[config.mk]
export PLATFORM = sky130hd
export DESIGN_NAME = ssc_seq
export DESIGN_NICKNAME = d
export VERILOG_FILES = /design/src/inc/ssc_pkg.sv /design/src/rtl/ssc_seq.sv /design/src/rtl/ssc_table_rom.sv
export SDC_FILE = /design/constraint.sdc
export NUM_CORES = 1
export LEC_CHECK = 0
export BUFFER_PORTS_ARGS = -buffer_cell sky130_fd_sc_hd__buf_2
export CAP_MARGIN = 20
export CORE_UTILIZATION = 50
export CTS_CLUSTER_DIAMETER = 30
export CTS_CLUSTER_SIZE = 25
export DETAILED_ROUTE_END_ITERATION = 10
export GPL_TIMING_DRIVEN = 1
export HOLD_SLACK_MARGIN = 0.12
export PLACE_DENSITY = 0.75
export SYNTH_ARGS = -nofsm -noshare
export SYNTH_HDL_FRONTEND = slang
export SYNTH_SLANG_ARGS = --single-unit
[constraint.sdc]
create_clock -name ref_clk_i -period 4.1 [get_ports ref_clk_i]
set_clock_uncertainty 0.2 [all_clocks]
set_input_delay 0.205 -clock ref_clk_i [delete_from_list [all_inputs] [get_ports ref_clk_i]]
set_output_delay 0.205 -clock ref_clk_i [all_outputs]
set_load 0.02 [all_outputs]
[src/inc/ssc_pkg.sv]
// ssc_pkg: constants shared by the step sequencer and its excitation table.
// assumes one 125 MHz clock domain; every pin is synchronised inside ssc_seq.
// Functional notes
// (RULE1) power-on reset puts outputs at home state
// (RULE2) reset input re-homes the running sequencer
// (RULE3) unused reset input is held low externally
// (RULE4) one sequence increment per active clock edge
// (RULE5) rising edges only, or both on double-edge
// (RULE6) stopped clock holds state, level irrelevant
// (RULE7) chop sync input high enables synchronized chopping
// (RULE8) controller keeps chop sync off while rotating
// (RULE9) chop sync may derive from clock timeout
// (RULE10) controller inverts a clock resting high; ssc_mcu_model never inverts step_clk_o
// (RULE11) reference above 2 V coasts, sequencer keeps stepping
// (RULE12) all mode selects high coasts and freezes
// (RULE13) enable/disable decision switches near 1.75 V
// (RULE14) controller waits after sleep before stepping
// (RULE15) double-edge: first edge after sleep may fall
// (RULE16) controller ties unused logic inputs, never floating
// (RULE17) monitor and fault outputs are push-pull
// (RULE18) direction picks forward or backward stepping
// (RULE19) mode selects pick resolution; all-high means sleep
package ssc_pkg;
   // register port
   localparam int ADDR_W = 4;
   localparam int DATA_W = 32;
   localparam logic [ADDR_W-1:0] REG_CTRL = 4'h0;
   localparam logic [ADDR_W-1:0] REG_STATUS = 4'h4;
   localparam logic [ADDR_W-1:0] REG_STEPS = 4'h8;
   // control bits
   localparam int CTRL_REHOME_BIT = 0;
   localparam int CTRL_COAST_BIT = 1;
   // status layout
   localparam int ST_POS_LSB = 0;
   localparam int ST_SLEEP_REF_DISABLE_BIT = 8;
   localparam int ST_SLEEP_MODE_PINS_DISABLE_BIT = 9;
   localparam int ST_COAST_BIT = 10;
   localparam int ST_DIR_BIT = 11;
   localparam int ST_MODE_LSB = 12;
   localparam int ST_CHOP_BIT = 16;
   localparam int ST_FAULT_BIT = 17;
   localparam int ST_HOME_BIT = 18;
   // sequencer position: 64 sixteenth-steps per electrical cycle
   localparam int POS_W = 6;
   localparam logic [POS_W-1:0] HOME_POS = 6'h08;
   localparam int LVL_W = 4;
   localparam int STEP_CNT_W = 16;
   // step mode select codes
   localparam logic [2:0] MODE_FULL = 3'h0;
   localparam logic [2:0] MODE_HALF = 3'h1;
   localparam logic [2:0] MODE_QUARTER = 3'h2;
   localparam logic [2:0] MODE_EIGHTH = 3'h3;
   localparam logic [2:0] MODE_SIXTEENTH = 3'h4;
   localparam logic [2:0] MODE_FULL_ALT = 3'h5;
   localparam logic [2:0] MODE_HALF_ALT = 3'h6;
   localparam logic [2:0] MODE_SLEEP = 3'h7;
   // position increments per mode
   localparam logic [POS_W-1:0] INC_FULL = 6'h10;
   localparam logic [POS_W-1:0] INC_HALF = 6'h08;
   localparam logic [POS_W-1:0] INC_QUARTER = 6'h04;
   localparam logic [POS_W-1:0] INC_EIGHTH = 6'h02;
   localparam logic [POS_W-1:0] INC_SIXTEENTH = 6'h01;
   // synchroniser lanes of the pin vector
   localparam int PIN_W = 9;
   localparam int PIN_CLK = 0;
   localparam int PIN_RST = 1;
   localparam int PIN_DIR = 2;
   localparam int PIN_MODE_LSB = 3;
   localparam int PIN_CHOP = 6;
   localparam int PIN_REF = 7;
   localparam int PIN_FAULT = 8;
   // phase output lanes
   localparam int PH_A = 0;
   localparam int PH_A_N = 1;
   localparam int PH_B = 2;
   localparam int PH_B_N = 3;
endpackage

[src/rtl/ssc_seq.sv]
// ssc_seq: clock-in step sequencer of a unipolar two-phase stepper driver.
// assumes all pin inputs are asynchronous to ref_clk_i and are
// synchronised here; the reference comparator arrives as a logic level.
`timescale 1ns/1ps
module ssc_seq #(
   parameter bit DOUBLE_EDGE = 1'b0
) (
   input wire logic ref_clk_i,
   input wire logic nrst_i,
   // pins from the controller
   input wire logic step_clk_i,
   input wire logic ext_reset_i,
   input wire logic rotation_direction_i,
   input wire logic step_mode_sel_0_i,
   input wire logic step_mode_sel_1_i,
   input wire logic step_mode_sel_2_i,
   input wire logic chop_sync_i,
   input wire logic ref_above_thresh_i,
   input wire logic fault_detect_i,
   // register port
   input wire logic [ssc_pkg::ADDR_W-1:0] reg_addr_i,
   input wire logic [ssc_pkg::DATA_W-1:0] reg_wdata_i,
   input wire logic reg_wr_i,
   input wire logic reg_rd_i,
   output logic [ssc_pkg::DATA_W-1:0] reg_rdata_o,
   // power stage side
   output logic [3:0] phase_en_o,
   output logic [ssc_pkg::LVL_W-1:0] level_a_o,
   output logic [ssc_pkg::LVL_W-1:0] level_b_o,
   output logic power_stage_en_o,
   output logic chop_sync_en_o,
   output logic step_monitor_out_o,
   output logic fault_flag_o
);
   // whole module state in one record
   typedef struct packed {
      logic [ssc_pkg::PIN_W-1:0] pin_s1;
      logic [ssc_pkg::PIN_W-1:0] pin_s2;
      logic clk_prev;
      logic [ssc_pkg::POS_W-1:0] pos;
      logic [ssc_pkg::STEP_CNT_W-1:0] steps;
      logic force_coast;
      logic [3:0] phase;
      logic [ssc_pkg::LVL_W-1:0] lvl_a;
      logic [ssc_pkg::LVL_W-1:0] lvl_b;
      logic pwr_en;
      logic chop;
      logic monitor;
      logic flag;
      logic [ssc_pkg::DATA_W-1:0] rdata;
   } ssc_state_type;

   // power-on value: sequencer at home, outputs off [RULE1]
   localparam ssc_state_type ST_RESET = '{pos: ssc_pkg::HOME_POS, default: '0};

   // increment for a step mode; sleep code never moves the sequencer
   function automatic logic [ssc_pkg::POS_W-1:0] ssc_step_inc(input logic [2:0] mode);
      logic [ssc_pkg::POS_W-1:0] inc;
      inc = '0;
      unique case (mode)
         ssc_pkg::MODE_FULL: inc = ssc_pkg::INC_FULL;
         ssc_pkg::MODE_FULL_ALT: inc = ssc_pkg::INC_FULL;
         ssc_pkg::MODE_HALF: inc = ssc_pkg::INC_HALF;
         ssc_pkg::MODE_HALF_ALT: inc = ssc_pkg::INC_HALF;
         ssc_pkg::MODE_QUARTER: inc = ssc_pkg::INC_QUARTER;
         ssc_pkg::MODE_EIGHTH: inc = ssc_pkg::INC_EIGHTH;
         ssc_pkg::MODE_SIXTEENTH: inc = ssc_pkg::INC_SIXTEENTH;
         ssc_pkg::MODE_SLEEP: inc = '0;
      endcase
      return inc;
   endfunction

   ssc_state_type q;
   ssc_state_type d;

   logic [ssc_pkg::PIN_W-1:0] pins_raw;
   logic [3:0] rom_phase;
   logic [ssc_pkg::LVL_W-1:0] rom_lvl_a;
   logic [ssc_pkg::LVL_W-1:0] rom_lvl_b;

   // every controller pin enters the same two-stage synchroniser
   assign pins_raw = {fault_detect_i,
                      ref_above_thresh_i,
                      chop_sync_i,
                      step_mode_sel_2_i,
                      step_mode_sel_1_i,
                      step_mode_sel_0_i,
                      rotation_direction_i,
                      ext_reset_i,
                      step_clk_i};

   // excitation table lookup for the current position
   ssc_table_rom u_table (
      .ref_clk_i(ref_clk_i),
      .nrst_i(nrst_i),
      .pos_i(q.pos),
      .phase_o(rom_phase),
      .level_a_o(rom_lvl_a),
      .level_b_o(rom_lvl_b)
   );

   // decoded pin levels, all from the second synchroniser stage
   logic clk_lvl;
   logic rst_lvl;
   logic dir_lvl;
   logic [2:0] mode_lvl;
   logic chop_lvl;
   logic ref_lvl;
   logic fault_lvl;
   assign clk_lvl = q.pin_s2[ssc_pkg::PIN_CLK];
   assign rst_lvl = q.pin_s2[ssc_pkg::PIN_RST];
   assign dir_lvl = q.pin_s2[ssc_pkg::PIN_DIR];
   assign mode_lvl = q.pin_s2[ssc_pkg::PIN_MODE_LSB +: 3];
   assign chop_lvl = q.pin_s2[ssc_pkg::PIN_CHOP];
   assign ref_lvl = q.pin_s2[ssc_pkg::PIN_REF];
   assign fault_lvl = q.pin_s2[ssc_pkg::PIN_FAULT];

   // edge and sleep decoding
   logic clk_rise;
   logic clk_fall;
   logic edge_active;
   logic sleep_ref_disable;
   logic sleep_mode_pins_disable;
   logic outputs_off;
   logic step_take;
   logic [ssc_pkg::POS_W-1:0] inc;

   // only edges count, so a stopped clock at either level holds [RULE6]
   assign clk_rise = clk_lvl && !q.clk_prev;
   assign clk_fall = !clk_lvl && q.clk_prev;
   // falling edges count only on the double-edge variant [RULE5] [RULE15]
   assign edge_active = clk_rise || (DOUBLE_EDGE && clk_fall);

   // comparator level already set near 1.75 V by the analog front end [RULE13]
   assign sleep_ref_disable = ref_lvl; // [RULE11]
   assign sleep_mode_pins_disable = (mode_lvl == ssc_pkg::MODE_SLEEP); // [RULE12] [RULE19]
   assign outputs_off = sleep_ref_disable || sleep_mode_pins_disable || q.force_coast;

   // the mode-pin sleep freezes the sequencer; reference sleep does not
   assign step_take = edge_active && !sleep_mode_pins_disable; // [RULE4] [RULE12]
   assign inc = ssc_step_inc(mode_lvl); // [RULE19]

   // register decode helpers
   logic wr_ctrl;
   logic wr_steps;
   assign wr_ctrl = reg_wr_i && (reg_addr_i == ssc_pkg::REG_CTRL);
   assign wr_steps = reg_wr_i && (reg_addr_i == ssc_pkg::REG_STEPS);

   // status word assembled from live state
   logic [ssc_pkg::DATA_W-1:0] status_word;
   always_comb begin
      status_word = '0;
      status_word[ssc_pkg::ST_POS_LSB +: ssc_pkg::POS_W] = q.pos;
      status_word[ssc_pkg::ST_SLEEP_REF_DISABLE_BIT] = sleep_ref_disable;
      status_word[ssc_pkg::ST_SLEEP_MODE_PINS_DISABLE_BIT] = sleep_mode_pins_disable;
      status_word[ssc_pkg::ST_COAST_BIT] = q.force_coast;
      status_word[ssc_pkg::ST_DIR_BIT] = dir_lvl;
      status_word[ssc_pkg::ST_MODE_LSB +: 3] = mode_lvl;
      status_word[ssc_pkg::ST_CHOP_BIT] = q.chop;
      status_word[ssc_pkg::ST_FAULT_BIT] = fault_lvl;
      status_word[ssc_pkg::ST_HOME_BIT] = (q.pos == ssc_pkg::HOME_POS);
   end

   // next-state logic for the whole block
   always_comb begin
      d = q;

      // two flops on every pin before anything reads it
      d.pin_s1 = pins_raw;
      d.pin_s2 = q.pin_s1;
      // edge history keeps tracking in sleep, so the first edge after
      // wake-up is seen fresh whichever way it goes [RULE15]
      d.clk_prev = clk_lvl;

      // sequencer position
      if (rst_lvl) begin
         // controller re-homes the sequencer; held low when unused [RULE2] [RULE3]
         d.pos = ssc_pkg::HOME_POS;
      end else if (wr_ctrl && reg_wdata_i[ssc_pkg::CTRL_REHOME_BIT]) begin
         // software re-home mirrors the reset pin
         d.pos = ssc_pkg::HOME_POS;
      end else if (step_take) begin
         // one increment per active edge, direction picks the sense [RULE4] [RULE18]
         if (dir_lvl) begin
            d.pos = q.pos + inc;
         end else begin
            d.pos = q.pos - inc;
         end
      end

      // accepted-step counter; a step in the clearing cycle still counts
      if (wr_steps) begin
         d.steps = step_take ? ssc_pkg::STEP_CNT_W'(1) : '0;
      end else if (step_take) begin
         d.steps = q.steps + ssc_pkg::STEP_CNT_W'(1);
      end

      // software coast bit
      if (wr_ctrl) begin
         d.force_coast = reg_wdata_i[ssc_pkg::CTRL_COAST_BIT];
      end

      // outputs: both sleeps coast and stop the power stage [RULE11] [RULE12]
      if (outputs_off) begin
         d.phase = '0;
         d.lvl_a = '0;
         d.lvl_b = '0;
         d.pwr_en = 1'b0;
      end else begin
         d.phase = rom_phase;
         d.lvl_a = rom_lvl_a;
         d.lvl_b = rom_lvl_b;
         d.pwr_en = 1'b1;
      end

      // synchronized chopping follows the pin level, held off while outputs are off [RULE7]
      d.chop = chop_lvl && !outputs_off;

      // monitor marks the home position, flag mirrors the fault level
      d.monitor = (q.pos == ssc_pkg::HOME_POS);
      d.flag = fault_lvl;

      // read data live only in the cycle after the strobe
      d.rdata = '0;
      if (reg_rd_i) begin
         unique case (reg_addr_i)
            ssc_pkg::REG_CTRL: begin
               d.rdata[ssc_pkg::CTRL_COAST_BIT] = q.force_coast;
            end
            ssc_pkg::REG_STATUS: begin
               d.rdata = status_word;
            end
            ssc_pkg::REG_STEPS: begin
               d.rdata[ssc_pkg::STEP_CNT_W-1:0] = q.steps;
            end
            default: begin
               d.rdata = '0; // unmapped reads answer zero
            end
         endcase
      end
   end

   // single state register, asynchronous power-on reset [RULE1]
   always_ff @(posedge ref_clk_i or negedge nrst_i) begin
      if (!nrst_i) begin
         q <= ST_RESET;
      end else begin
         q <= d;
      end
   end

   // every output straight from the state register; monitor and flag are
   // always driven, so leaving them open is harmless [RULE17]
   assign reg_rdata_o = q.rdata;
   assign phase_en_o = q.phase;
   assign level_a_o = q.lvl_a;
   assign level_b_o = q.lvl_b;
   assign power_stage_en_o = q.pwr_en;
   assign chop_sync_en_o = q.chop;
   assign step_monitor_out_o = q.monitor;
   assign fault_flag_o = q.flag;
endmodule

[src/rtl/ssc_table_rom.sv]
// ssc_table_rom: excitation table, position in, phase and current levels out.
// assumes index comes from logic on the same clock; output is one cycle late.
`timescale 1ns/1ps
module ssc_table_rom (
   input wire logic ref_clk_i,
   input wire logic nrst_i,
   input wire logic [ssc_pkg::POS_W-1:0] pos_i,
   output logic [3:0] phase_o,
   output logic [ssc_pkg::LVL_W-1:0] level_a_o,
   output logic [ssc_pkg::LVL_W-1:0] level_b_o
);
   // quarter-wave sine, 17 points, full scale 15
   function automatic logic [ssc_pkg::LVL_W-1:0] ssc_quarter(input logic [4:0] k);
      logic [ssc_pkg::LVL_W-1:0] v;
      v = 4'hF;
      case (k)
         5'h00: v = 4'h0;
         5'h01: v = 4'h1;
         5'h02: v = 4'h3;
         5'h03: v = 4'h4;
         5'h04: v = 4'h6;
         5'h05: v = 4'h7;
         5'h06: v = 4'h8;
         5'h07: v = 4'hA;
         5'h08: v = 4'hB;
         5'h09: v = 4'hC;
         5'h0A: v = 4'hC;
         5'h0B: v = 4'hD;
         5'h0C: v = 4'hE;
         5'h0D: v = 4'hE;
         default: v = 4'hF;
      endcase
      return v;
   endfunction

   logic [1:0] quad;
   logic [4:0] frac;
   logic [4:0] frac_c;
   assign quad = pos_i[5:4];
   assign frac = {1'b0, pos_i[3:0]};
   assign frac_c = 5'h10 - frac;

   // phase a follows cosine, phase b sine; sign picks the coil half
   always_ff @(posedge ref_clk_i or negedge nrst_i) begin
      if (!nrst_i) begin
         phase_o <= 4'h0;
         level_a_o <= 4'h0;
         level_b_o <= 4'h0;
      end else begin
         level_a_o <= quad[0] ? ssc_quarter(frac) : ssc_quarter(frac_c);
         level_b_o <= quad[0] ? ssc_quarter(frac_c) : ssc_quarter(frac);
         phase_o[ssc_pkg::PH_A] <= (quad == 2'h0) || (quad == 2'h3);
         phase_o[ssc_pkg::PH_A_N] <= (quad == 2'h1) || (quad == 2'h2);
         phase_o[ssc_pkg::PH_B] <= !quad[1];
         phase_o[ssc_pkg::PH_B_N] <= quad[1];
      end
   end
endmodule

==> report_table.html <==
<table>
<tr><th>Metric</th><th>Value</th></tr>
<tr><th colspan="2">Detailed routing</th></tr>
<tr><td>Avg Vias per Cell</td><td>5.13</td></tr>
<tr><td>Final wirelength</td><td>7370 um</td></tr>
<tr><td>Remaining DRCs</td><td>0</td></tr>
<tr><td>Via count</td><td>2,669</td></tr>
<tr><td>Antenna-violating nets left</td><td>0</td></tr>
<tr><td>Number of iterations in the first detailed-routing pass</td><td>4</td></tr>
<tr><td>DRC violation total after the first TritonRoute iteration</td><td>124</td></tr>
<tr><td>Average wire per cell in the routed design</td><td>14.2 um</td></tr>
<tr><th colspan="2">Critical path</th></tr>
<tr><td>Crit-path leading delay family</td><td>compound AO/OA/AOI/OAI gates</td></tr>
<tr><td>CP cell instances</td><td>nor2b_1 -&gt; a22o_1 -&gt; ha_1 -&gt; a211oi_1 -&gt; o21bai_1 -&gt; a21oi_1 -&gt; mux2i_1 -&gt; mux2_2</td></tr>
<tr><td>Worst path buffer plus inverter count</td><td>0</td></tr>
<tr><td>Critical Path Slowest Stage Cell</td><td>sky130_fd_sc_hd__dfrtp_1</td></tr>
<tr><td>Number of cells on the critical path</td><td>8</td></tr>
<tr><td>Critical path capture point type</td><td>flop</td></tr>
<tr><td>Type of the worst setup path</td><td>flop to flop</td></tr>
<tr><td>Delay of the slowest critical-path stage</td><td>540 ps</td></tr>
<tr><td>Element type at the critical path start</td><td>flop</td></tr>
<tr><td>Critical path fanouts, max</td><td>11</td></tr>
<tr><td>CP required</td><td>4150 ps</td></tr>
<tr><td>Count of cells along the worst register-to-register path</td><td>8</td></tr>
<tr><td>Worst path arrival time</td><td>2810 ps</td></tr>
<tr><th colspan="2">Yosys</th></tr>
<tr><td>Top-area cell type share of the netlist area</td><td>52.6%</td></tr>
<tr><td>Biggest area contributors in the synthesized netlist</td><td>sky130_fd_sc_hd__dfrtp_1 (53%), sky130_fd_sc_hd__buf_4 (7.9%), sky130_fd_sc_hd__ha_1 (4.5%)</td></tr>
<tr><td>Yosys warnings</td><td>0</td></tr>
<tr><td>Gate count after technology mapping</td><td>378</td></tr>
<tr><td>Top cells by count, synth</td><td>sky130_fd_sc_hd__dfrtp_1 (88), sky130_fd_sc_hd__buf_4 (44), sky130_fd_sc_hd__nor2_1 (25)</td></tr>
<tr><td>Sequential cell area fraction in the yosys report</td><td>53.3%</td></tr>
<tr><td>Proportion of register bits with asynchronous set or reset after synthesis</td><td>100%</td></tr>
<tr><td>Distinct cell type count after synthesis</td><td>49</td></tr>
<tr><td>Syn_area_per_cell</td><td>11.1 sq um</td></tr>
<tr><td>Primary FF master, synth</td><td>sky130_fd_sc_hd__dfrtp_1</td></tr>
<tr><td>Cell accounting for the most synthesized area</td><td>sky130_fd_sc_hd__dfrtp_1</td></tr>
<tr><td>EDFF count, synth</td><td>0</td></tr>
<tr><td>Synth Register Bits</td><td>89</td></tr>
<tr><td>Most frequent cell after synthesis</td><td>sky130_fd_sc_hd__dfrtp_1</td></tr>
<tr><td>Netlist Area Pre-Place</td><td>0.00418 sq mm</td></tr>
<tr><th colspan="2">Power and ir drop</th></tr>
<tr><td>Internal Power</td><td>0.00136 W</td></tr>
<tr><td>Static Leakage</td><td>2.27 nW</td></tr>
<tr><td>Register share of total power</td><td>54.3%</td></tr>
<tr><td>Share of power burned in the clock network</td><td>29.3%</td></tr>
<tr><td>Combinational power share</td><td>16.4%</td></tr>
<tr><td>Net switching power</td><td>0.000625 W</td></tr>
<tr><td>Pwr/cell area</td><td>431 mW/mm^2</td></tr>
<tr><td>Maximum ir drop on the vdd rail</td><td>0.265 mV</td></tr>
<tr><td>Net Sw Frac</td><td>31.4%</td></tr>
<tr><th colspan="2">Finish</th></tr>
<tr><td>Final #Nets</td><td>478</td></tr>
<tr><td>Final standard cell area without fillers</td><td>0.00461 sq mm</td></tr>
<tr><td>Diodes inserted</td><td>0</td></tr>
<tr><td>Largest Register</td><td>q</td></tr>
<tr><td>Layout cell share with drive strength beyond 1</td><td>19.9%</td></tr>
<tr><td>Post-synthesis to final-layout area growth</td><td>10.3%</td></tr>
<tr><td>Core occupancy in the finished layout</td><td>58.2%</td></tr>
<tr><td>Max FFs per register</td><td>26</td></tr>
<tr><th colspan="2">GRT</th></tr>
<tr><td>Antenna violations before repair</td><td>0</td></tr>
<tr><td>Total global routing track utilization</td><td>18.8%</td></tr>
<tr><td>Maximum number of pins on one net before global-route repair</td><td>90</td></tr>
<tr><td>Number of global-route vias before repair</td><td>2,638</td></tr>
<tr><td>Wire length of the first global-routing pass</td><td>12,500 um</td></tr>
<tr><td>Remaining global-route overflow</td><td>0</td></tr>
<tr><th colspan="2">STA</th></tr>
<tr><td>Hold violation total from the final report</td><td>0</td></tr>
<tr><td>Final-layout worst hold slack</td><td>153 ps</td></tr>
<tr><td>Max Fclk</td><td>363 MHz</td></tr>
<tr><td>Count of final max-slew check failures</td><td>0</td></tr>
<tr><td>Unrepaired setup endpoints after global routing</td><td>no</td></tr>
<tr><td>Least-Margin Pin Slew</td><td>1020 ps</td></tr>
<tr><td>Crit path time final</td><td>2750 ps</td></tr>
<tr><td>Post-route clock period utilization</td><td>67.1%</td></tr>
<tr><td>Max transition margin</td><td>31.7%</td></tr>
<tr><td>Setup Viol. Count Final</td><td>0</td></tr>
<tr><td>Final setup TNS</td><td>0 ps</td></tr>
<tr><th colspan="2">Clock tree</th></tr>
<tr><td>Number of sinks driven by the clock tree</td><td>89</td></tr>
<tr><td>TritonCTS Buffers</td><td>9</td></tr>
<tr><td>Worst skew pair latency</td><td>360 ps</td></tr>
<tr><td>Number of setup buffers added after CTS</td><td>0</td></tr>
<tr><td>Post-CTS clock slew at the launch and capture registers of the worst setup and hold paths</td><td>100 ps</td></tr>
<tr><td>Master cell of the clock root buffer</td><td>sky130_fd_sc_hd__clkbuf_8</td></tr>
<tr><td>Clock tree from TritonCTS</td><td>yes</td></tr>
<tr><td>Clock H-tree levels</td><td>3</td></tr>
<tr><td>Maximum count of clock buffers along a single path</td><td>2</td></tr>
<tr><th colspan="2">Die</th></tr>
<tr><td>Num rows</td><td>32</td></tr>
<tr><td>Initial standard-cell utilization of the core</td><td>52.8%</td></tr>
<tr><td>Number of primary I/O pins</td><td>97</td></tr>
<tr><td>Width of the chip</td><td>93.5 um</td></tr>
<tr><td>Core Box Area</td><td>0.00793 sq mm</td></tr>
<tr><td>Vertical die dimension</td><td>93.5 um</td></tr>
<tr><td>Die Footprint</td><td>0.00874 sq mm</td></tr>
<tr><th colspan="2">Hold path</th></tr>
<tr><td>Worst hold path depth</td><td>0</td></tr>
<tr><td>Tightest Hold Check Type</td><td>flop to flop</td></tr>
<tr><th colspan="2">Placement</th></tr>
<tr><td>Detailed-placement wirelength estimate</td><td>4950 um</td></tr>
<tr><td>Buffers added on ports</td><td>53</td></tr>
<tr><td>Global placement routability congestion</td><td>0.852</td></tr>
<tr><td>Placed standard-cell area</td><td>0.00423 sq mm</td></tr>
<tr><th colspan="2">Run</th></tr>
<tr><td>Max-cap violations</td><td>0</td></tr>
<tr><th colspan="2">Outcome</th></tr>
<tr><td>Run status</td><td>complete, no violations</td></tr>
</table>
-- power by group through the flow --
stage	registers [W]	clock network (W)	logic, W
2_1_floorplan	0.00107	0	0.000266
3_3_place_gp	0.00109	0	0.000298
3_5_place_dp	0.00109	0	0.000308
4_1_cts	0.00108	0.000599	0.000324
5_1_grt	0.00109	0.000633	0.000370
6_report	0.00108	0.000582	0.000326
-- cell type report --
type | count | area [sq um]
Fill cell | 657 | 3310
Sequential cell | 89 | 2230
Multi-Input combinational cell | 228 | 1550
Timing Repair Buffer | 71 | 463
Tap cell | 102 | 128
Clock buffer | 9 | 124
Clock inverter | 7 | 67.6
Inverter | 14 | 52.6
-- per-stage QoR --
| stage | power, W | setup slack (ps) | cells |
|---|---|---|---|
| after floorplan | 0.00133 | 1620 | 390 |
| after global placement | 0.00139 | 1450 | 486 |
| after detailed placement | 0.00140 | 1380 | 486 |
| after CTS | 0.00200 | 1340 | 517 |
| after global routing | 0.00210 | 1210 | 520 |
| final | 0.00199 | 1350 | 520 |
-- cell families after synthesis --
group	Yosys count	share of synthesized area, %
DFF	89	53.3
other	1	0.0897
AOI/OAI and AO/OA	61	10.2
xor gates and xnor gates	17	3.56
buffers and inverters	73	10.7
adders and majority gates	16	4.97
and+or+nand+nor	105	13.3
muxes	16	3.92
-- path summary, 6_finish.rpt --
check                            start                   end  slack [ps]
min in group asynchronous       nrst_i  u_table.level_b_o[2]         570
min reg2reg                      d[78]              chop_lvl         150
max                        mode_lvl[2]                 q[70]        1350
min                              d[78]              chop_lvl         150
max in group asynchronous       nrst_i           mode_lvl[1]        2510
max reg2reg                mode_lvl[2]                 q[70]        1350
-- metal layers --
metal	track usage (%)	up-vias	part of all wire [%]
li1	-	1294	-
met1	23.7	1259	44
met2	32.2	102	50
met3	3.90	14	5.0
met4	6.67	0	1.5
met5	0	-	0
-- timing repair --
item	in CTS	in global routing
hold buffers	15	1
endpoints found under the hold margin	99	12
gates resized for setup	0	0
-- layout by cell type, fill, tap and decap left out, types with 8 or more instances in the layout --
cell type / count
sky130_fd_sc_hd__dlygate4sd3_1: 16
sky130_fd_sc_hd__conb_1: 13
sky130_fd_sc_hd__nor3_1: 8
sky130_fd_sc_hd__dfrtp_1: 88
sky130_fd_sc_hd__ha_1: 15
sky130_fd_sc_hd__o21ai_0: 13
sky130_fd_sc_hd__buf_2: 52
sky130_fd_sc_hd__and2_1: 20
sky130_fd_sc_hd__a22o_1: 13
sky130_fd_sc_hd__nand2_1: 23
sky130_fd_sc_hd__clkbuf_8: 9
sky130_fd_sc_hd__a21oi_1: 18
sky130_fd_sc_hd__nor2_1: 25
sky130_fd_sc_hd__xnor2_1: 10
sky130_fd_sc_hd__mux2i_1: 13
sky130_fd_sc_hd__inv_1: 13
Note: power is estimated with default switching activity, not from simulation.
